$ cat src/inc/irc_pkg.sv
// package: register map, field layout and types for the interrupt routing configuration
package irc_pkg;
    localparam logic [7:0] IRC_OFF_NODE_ID = 8'h40;
    localparam logic [7:0] IRC_OFF_INT_CFG = 8'h48;
    localparam int IRC_NODE_W = 3;
    localparam int IRC_LEGACY_LSB = 10;
    localparam int IRC_LOCK_LSB = 5;
    localparam int IRC_LOCAL_LSB = 0;
    localparam int IRC_OVR_EN_BIT = 18;
    localparam int IRC_FLAT_CLUS_BIT = 17;
    localparam int IRC_CLUS_CHK_BIT = 16;
    localparam int IRC_HASH_LSB = 8;
    localparam int IRC_REDIR_LSB = 4;
    localparam int IRC_FORCE_X2_BIT = 1;
    localparam int IRC_XAPIC_BIT = 0;
    localparam logic [31:0] IRC_NODE_ID_RST = 32'h0000_0000;
    localparam logic [31:0] IRC_INT_CFG_RST = 32'h0000_0001;
    localparam logic [2:0] IRC_HASH_MAX = 3'h3;

    typedef enum logic [2:0] {
        IRC_REDIR_FIXED = 3'h0,
        IRC_REDIR_RROBIN = 3'h1,
        IRC_REDIR_HASH = 3'h2
    } irc_redir_e;

    // configuration bus access
    typedef struct packed {
        logic wr;
        logic rd;
        logic [7:0] addr;
        logic [31:0] wdata;
    } irc_cfg_req_s;

    // priority update message from the interrupt fabric
    typedef struct packed {
        logic valid;
        logic flat_cluster;
        logic xapic;
        logic [31:0] logical_id;
    } irc_prio_msg_s;
endpackage

$ cat src/rtl/irc_config.sv
// interrupt routing configuration: node identifiers and lowest-priority redirection control
// Overview of operation
// [RQ1] three 3-bit node ids at 12:10, 7:5, 2:0, reset zero
// [RQ2] override bit 18: 0 locks mode bit; 1 lets software write, ignores messages
// [RQ3] software returns override to 0 after a one-time change
// [RQ4] bit 17 mode, 0 flat 1 cluster, firmware or message updated
// [RQ5] bit 16 set: message mode sampled only when logical id is non-zero
// [RQ6] bits 10:8 choose hash vector bits; codes above 011 reserved
// [RQ7] bits 6:4 choose fixed, round-robin or vector hash redirection
// [RQ8] writing 1 to bit 1 forces x2 mode; writing 0 does nothing
// [RQ9] bit 0 extended apic enable, reset 1, software or message updated
// [RQ10] reset restores defaults; written fields apply from the next cycle
`timescale 1ns/1ps
module irc_config
    import irc_pkg::*;
(
    input wire logic clock_i,
    input wire logic rst_b_i,
    input wire irc_cfg_req_s cfg_req_i,
    input wire irc_prio_msg_s prio_msg_i,
    input wire logic [7:0] vector_i,
    output logic [31:0] cfg_rdata_o,
    output logic cfg_rvalid_o,
    output logic [2:0] legacy_socket_node_o,
    output logic [2:0] lock_master_node_o,
    output logic [2:0] local_socket_node_o,
    output logic flat_cluster_select_o,
    output logic extended_apic_enable_o,
    output logic force_extended2_apic_o,
    output irc_redir_e redirection_scheme_o,
    output logic [3:0] hash_index_o,
    output logic hash_select_reserved_o
);
    // node identifiers
    logic [2:0] legacy_r;
    logic [2:0] lock_r;
    logic [2:0] local_r;
    // interrupt configuration fields
    logic ovr_en_r;
    logic flat_clus_r;
    logic clus_chk_r;
    logic force_x2_r;
    logic xapic_r;
    logic [2:0] hash_sel_r;
    logic hash_rsvd_r;
    logic [2:0] redir_r;
    // read path and hash pick
    logic [31:0] rdata_nxt;
    logic rvalid_r;
    logic [31:0] rdata_r;
    logic [3:0] hash_r;

    // address decode shared by the write strobes and the read mux
    wire hit_node = (cfg_req_i.addr == IRC_OFF_NODE_ID);
    wire hit_int = (cfg_req_i.addr == IRC_OFF_INT_CFG);
    wire wr_node = cfg_req_i.wr && hit_node;
    wire wr_int = cfg_req_i.wr && hit_int;
    wire [31:0] wd = cfg_req_i.wdata;
    // mode message sample allowed only when not overridden and id check passes; xapic takes every valid message unless wr_int is set in the same cycle
    wire id_ok = !clus_chk_r || (prio_msg_i.logical_id != 32'h0000_0000); // [RQ5]
    wire msg_take = prio_msg_i.valid && !ovr_en_r && id_ok; // [RQ2] [RQ5]
    wire xapic_msg = prio_msg_i.valid; // [RQ9]

    // mode write counts only with the override already set
    wire mode_sw_wr = wr_int && ovr_en_r; // [RQ2]
    // reserved hash codes are flagged at write time so the output is a flop
    wire hash_rsvd_nxt = wd[IRC_HASH_LSB +: 3] > IRC_HASH_MAX; // [RQ6]

    wire [31:0] node_view = {19'h0, legacy_r, 2'h0, lock_r, 2'h0, local_r};
    wire [31:0] int_view = {13'h0, ovr_en_r, flat_clus_r, clus_chk_r, 5'h0, hash_sel_r,
                            1'b0, redir_r, 2'h0, force_x2_r, xapic_r};
    assign rdata_nxt = hit_node ? node_view :
                       hit_int ? int_view : 32'h0000_0000;

    // hash vector pick; cluster takes 4 bits, flat 2 bits zero-extended
    logic [3:0] hash_nxt;
    always_comb begin
        hash_nxt = 4'h0;
        unique case (hash_sel_r) // [RQ6]
            3'h0: hash_nxt = flat_clus_r ? vector_i[7:4] : {2'h0, vector_i[5:4]};
            3'h1: hash_nxt = flat_clus_r ? vector_i[6:3] : {2'h0, vector_i[4:3]};
            3'h2: hash_nxt = flat_clus_r ? vector_i[4:1] : {2'h0, vector_i[2:1]};
            3'h3: hash_nxt = flat_clus_r ? vector_i[3:0] : {2'h0, vector_i[1:0]};
            default: hash_nxt = 4'h0;
        endcase
    end

    // node ids are plain software registers with no hardware update
    always_ff @(posedge clock_i) begin
        if (!rst_b_i) begin // [RQ10]
            legacy_r <= IRC_NODE_ID_RST[IRC_LEGACY_LSB +: IRC_NODE_W]; // [RQ1]
        end else if (wr_node) begin
            legacy_r <= wd[IRC_LEGACY_LSB +: IRC_NODE_W]; // [RQ1]
        end
    end

    always_ff @(posedge clock_i) begin
        if (!rst_b_i) begin
            lock_r <= IRC_NODE_ID_RST[IRC_LOCK_LSB +: IRC_NODE_W];
        end else if (wr_node) begin
            lock_r <= wd[IRC_LOCK_LSB +: IRC_NODE_W]; // [RQ1]
        end
    end

    always_ff @(posedge clock_i) begin
        if (!rst_b_i) begin
            local_r <= IRC_NODE_ID_RST[IRC_LOCAL_LSB +: IRC_NODE_W];
        end else if (wr_node) begin
            local_r <= wd[IRC_LOCAL_LSB +: IRC_NODE_W]; // [RQ1]
        end
    end

    // override enable is software only; it gates the mode bit below
    always_ff @(posedge clock_i) begin
        if (!rst_b_i) begin
            ovr_en_r <= IRC_INT_CFG_RST[IRC_OVR_EN_BIT];
        end else if (wr_int) begin // [RQ10]
            ovr_en_r <= wd[IRC_OVR_EN_BIT]; // [RQ2]
        end
    end

    // enables the non-zero id test on message sampling
    always_ff @(posedge clock_i) begin
        if (!rst_b_i) begin
            clus_chk_r <= IRC_INT_CFG_RST[IRC_CLUS_CHK_BIT];
        end else if (wr_int) begin
            clus_chk_r <= wd[IRC_CLUS_CHK_BIT]; // [RQ5]
        end
    end

    // hash code and its reserved flag move together
    always_ff @(posedge clock_i) begin
        if (!rst_b_i) begin
            hash_sel_r <= IRC_INT_CFG_RST[IRC_HASH_LSB +: 3];
            hash_rsvd_r <= IRC_INT_CFG_RST[IRC_HASH_LSB +: 3] > IRC_HASH_MAX;
        end else if (wr_int) begin
            hash_sel_r <= wd[IRC_HASH_LSB +: 3]; // [RQ6]
            hash_rsvd_r <= hash_rsvd_nxt; // [RQ6]
        end
    end

    // redirection scheme steers lowest-priority delivery
    always_ff @(posedge clock_i) begin
        if (!rst_b_i) begin
            redir_r <= IRC_INT_CFG_RST[IRC_REDIR_LSB +: 3];
        end else if (wr_int) begin
            redir_r <= wd[IRC_REDIR_LSB +: 3]; // [RQ7]
        end
    end

    // mode bit: software write needs override set, which also blocks messages
    always_ff @(posedge clock_i) begin
        if (!rst_b_i) begin
            flat_clus_r <= IRC_INT_CFG_RST[IRC_FLAT_CLUS_BIT];
        end else if (mode_sw_wr) begin
            flat_clus_r <= wd[IRC_FLAT_CLUS_BIT]; // [RQ2] [RQ4]
        end else if (msg_take) begin
            flat_clus_r <= prio_msg_i.flat_cluster; // [RQ4]
        end
    end

    // software write wins over a message in the same cycle
    always_ff @(posedge clock_i) begin
        if (!rst_b_i) begin
            xapic_r <= IRC_INT_CFG_RST[IRC_XAPIC_BIT];
        end else if (wr_int) begin
            xapic_r <= wd[IRC_XAPIC_BIT]; // [RQ9]
        end else if (xapic_msg) begin
            xapic_r <= prio_msg_i.xapic; // [RQ9]
        end
    end

    // force is sticky until reset; a zero write leaves it alone
    always_ff @(posedge clock_i) begin
        if (!rst_b_i) begin
            force_x2_r <= IRC_INT_CFG_RST[IRC_FORCE_X2_BIT];
        end else if (wr_int && wd[IRC_FORCE_X2_BIT]) begin
            force_x2_r <= 1'b1; // [RQ8]
        end
    end

    // read answer: one-cycle pulse
    always_ff @(posedge clock_i) begin
        if (!rst_b_i) begin
            rvalid_r <= 1'b0;
        end else begin
            rvalid_r <= cfg_req_i.rd;
        end
    end

    // read data is zero when idle and for unmapped offsets
    always_ff @(posedge clock_i) begin
        if (!rst_b_i) begin
            rdata_r <= 32'h0000_0000;
        end else begin
            rdata_r <= cfg_req_i.rd ? rdata_nxt : 32'h0000_0000;
        end
    end

    // hash index follows the vector one cycle late
    always_ff @(posedge clock_i) begin
        if (!rst_b_i) begin
            hash_r <= 4'h0;
        end else begin
            hash_r <= hash_nxt; // [RQ6]
        end
    end

    // every output below is a register
    assign cfg_rdata_o = rdata_r;
    assign cfg_rvalid_o = rvalid_r;
    assign legacy_socket_node_o = legacy_r;
    assign lock_master_node_o = lock_r;
    assign local_socket_node_o = local_r;
    assign flat_cluster_select_o = flat_clus_r;
    assign extended_apic_enable_o = xapic_r;
    assign force_extended2_apic_o = force_x2_r;
    assign redirection_scheme_o = irc_redir_e'(redir_r); // [RQ7]
    assign hash_index_o = hash_r;
    assign hash_select_reserved_o = hash_rsvd_r; // [RQ6]
endmodule // irc_config

$ cat config.mk
export PLATFORM = sky130hd
export DESIGN_NAME = irc_config
export DESIGN_NICKNAME = d
export VERILOG_FILES = /design/src/inc/irc_pkg.sv /design/src/rtl/irc_config.sv
export SDC_FILE = /design/constraint.sdc
export NUM_CORES = 1
export LEC_CHECK = 0
export BUFFER_PORTS_ARGS = -buffer_cell sky130_fd_sc_hd__buf_2
export CAP_MARGIN = 20
export CORE_MARGIN = 5
export CORE_UTILIZATION = 32
export CTS_CLUSTER_SIZE = 30
export DETAILED_ROUTE_END_ITERATION = 16
export HOLD_SLACK_MARGIN = 0.12
export PLACE_DENSITY = 0.7
export SKIP_LAST_GASP = 1
export SLEW_MARGIN = 10
export SYNTH_ARGS = -nofsm -noshare
export SYNTH_HDL_FRONTEND = slang
export SYNTH_SLANG_ARGS = --single-unit
export TNS_END_PERCENT = 10
$ cat constraint.sdc
create_clock -name clock_i -period 1.5 [get_ports clock_i]
set_input_delay 0.3 -clock clock_i [delete_from_list [all_inputs] [get_ports clock_i]]
set_output_delay 0.3 -clock clock_i [all_outputs]
set_load 0.01 [all_outputs]
==> metrics.txt <==
status=complete, no violations; RSZ-0062 raised after global routing=true; sequential share of the synthesized area=0.456; mean post-synth cell area=10.9 um2; met2 wire len=2410 um; clock root cell=clkbuf_8; reg2reg end=flat_cluster_select_o; dpl ws=-0.270 ns; max-cap violations=0; Antenna Cells=0; critical path class=reg2reg; Hold Path Sink=extended_apic_enable_o; commonest cells after routing, fill and taps aside=105 x buf_2, 40 x dfxtp_1, 22 x mux2i_1; Worst Skew=0.00658 ns; Die Width=85.0 um; postcts setup bufs=0; pin count of the biggest net entering global routing=26; top post-synthesis cells by area=dfxtp_1 46%, mux2i_1 12%, buf_4 7.5%; Setup Total Neg Slack=0 ns; first drt pass iteration count=4; Critical Path RT=1.72 ns; worst skew pair latency=0.29 ns; final setup violating endpoints=0; Seq cells post-synth=41; RePlAce Congestion=0.771; fin crit period=1.44 ns; Overflow after GRT=0; number of synthesized flops with an enable pin=0; clock sink count=41; Post-DRT Antenna Nets=0; I/O pin count=140; CTS tree=yes; final hold violations=0; first-pass GRT wire length=7330 um; startpoint types=flop; Worst R2R Path Depth=5; initial antenna violation count=0; Met1 Wirelength=1800 um; DRT Wirelength=4740 um; layout cell share with drive strength beyond 1=0.484; Slew Limit Fails=0; pwr dens=817 nW/um2; Layout Nets=368; Starting Density=0.329; final period utilization=0.957; Synth Flop Type=dfxtp_1; FMAX=0.697 GHz; Row Count=27; reg-to-reg startpoint=clus_chk_r; synth unique cells=31; Mapped Cells=166; Post-route DRC=0; via count=1541; Worst EP arrival=1.66 ns; metal3 WL=478 um; Final Util=0.457; commonest non-fill, non-tap cell in the layout=buf_2; Clock transition at path regs=0.08 ns; Clock Path Buffers=2; height of the die=85.0 um; synth warn=0; crit path max fanout=2; post-placement cell count=346; P_leak=1.33 nW; Die ar.=7230 um2; Peak supply drop=416 uV; Syn-to-layout area delta=38.8%; Min Hold Slack=0.248 ns; critical path launch point=clus_chk_r; DP HPWL=3870 um; Hold Startpoint=cfg_req_i[0]; CORE AREA=5470 um2; vias in the first global route=1609; worst hold path class=in2reg; drt first-iter violations=30; Buffers on Ports=105; R2R setup slack=0.06 ns; vias per cell=4.37; hold path depth=3; Non-Filler Instances=353; Synth Cell Area=1800 um2; GRT Util Overall=0.128; cell taking the most area after synthesis=dfxtp_1; max layer used=met4; htree depth=2; critical path endpoint category=flop; Synth top area share=0.456; setup ws final=0.0650 ns; FFs w/ async S/R, synth=0; drt wl/cell=13.4 um; total CTS buffers=5
[synth_stat cells, types with 2 or more instances]
library cell	number
clkbuf_1	2
nor2_1	7
inv_1	2
nor3_1	4
mux4_2	4
dfxtp_1	41
and2_1	12
nor4_1	5
and3b_1	2
mux2i_1	22
buf_4	18
nor2b_1	20
nand2_1	4
and4b_1	2
a21oi_1	3
nand4_2	2
and3_1	2
[per-layer routing]
layer  GRT usage  vias to the layer above
met5           0                        -
met4      0.0432                        0
met3      0.0495                        5
met2       0.240                       73
met1       0.127                      693
li1            -                      770
[report_power, final]
group	leakage [nW]	total, mW	switching, mW	internal [mW]
clock network	0.0433	0.735	0.371	0.364
registers	0.332	1.10	0.00529	1.10
logic	0.951	0.207	0.0951	0.112
total	1.33	2.04	0.472	1.57
[per-stage QoR]
step / total power [mW] / instance area [um2]
6_report: 2.04 / 2500
5_1_grt: 2.14 / 2500
4_1_cts: 2.07 / 2480
3_5_place_dp: 1.33 / 2390
3_3_place_gp: 1.33 / 2390
2_1_floorplan: 1.24 / 1860
[sequential cells by signal, summed over array words and instances (netlist names)]
signal,cells
cfg_rdata_o,15
cfg_rvalid_o,1
clus_chk_r,1
extended_apic_enable_o,1
flat_cluster_select_o,1
force_extended2_apic_o,1
hash_index_o,4
hash_sel_r,3
hash_select_reserved_o,1
legacy_socket_node_o,3
local_socket_node_o,3
lock_master_node_o,3
ovr_en_r,1
redirection_scheme_o,3
[critical path, cell delays in order, from the launching register on]
cell and delay, ns:
dfxtp_2 0.33, nor4b_4 0.20, nand4_2 0.16, nor4_4 0.25, mux2_4 0.33, nor3_2 0.10
[what timing repair did]
action	CTS	global route
resized for setup	1	4
hold buffers	0	0
pin swaps	0	2
endpoints found under the setup margin	1	1
[cells by family (layout without fill, tap and decap cells)]
kind of cell | Yosys count | after routing | share of synthesized area
buf+inv | 24 | 123 | 0.0924
other cells | 1 | 17 | 0.00208
mux | 27 | 27 | 0.178
flops | 41 | 41 | 0.456
simple gates | 67 | 67 | 0.247
compound gates | 6 | 6 | 0.0243
[worst max-delay path by stage]
| stage | to | slack (ns) | cells past startpoint |
|---|---|---|---|
| after floorplan | flat_cluster_select_o | -0.1 | 4 |
| after global placement | flat_cluster_select_o | -0.22 | 5 |
| after detailed placement | flat_cluster_select_o | -0.27 | 5 |
| after CTS | flat_cluster_select_o | 0.01 | 5 |
| after global routing | flat_cluster_select_o | 0.02 | 5 |
| final | flat_cluster_select_o | 0.06 | 5 |
[area by class of cell]
class | count | area, um2
well taps | 72 | 90.1
fillers | 558 | 2970
multi-input cells | 117 | 898
clock buffers | 6 | 82.6
flip-flops and latches | 41 | 822
repair buffers | 114 | 593
inverters | 2 | 7.51
clock inverters | 1 | 7.51
Note: power is estimated with default switching activity, not from simulation.
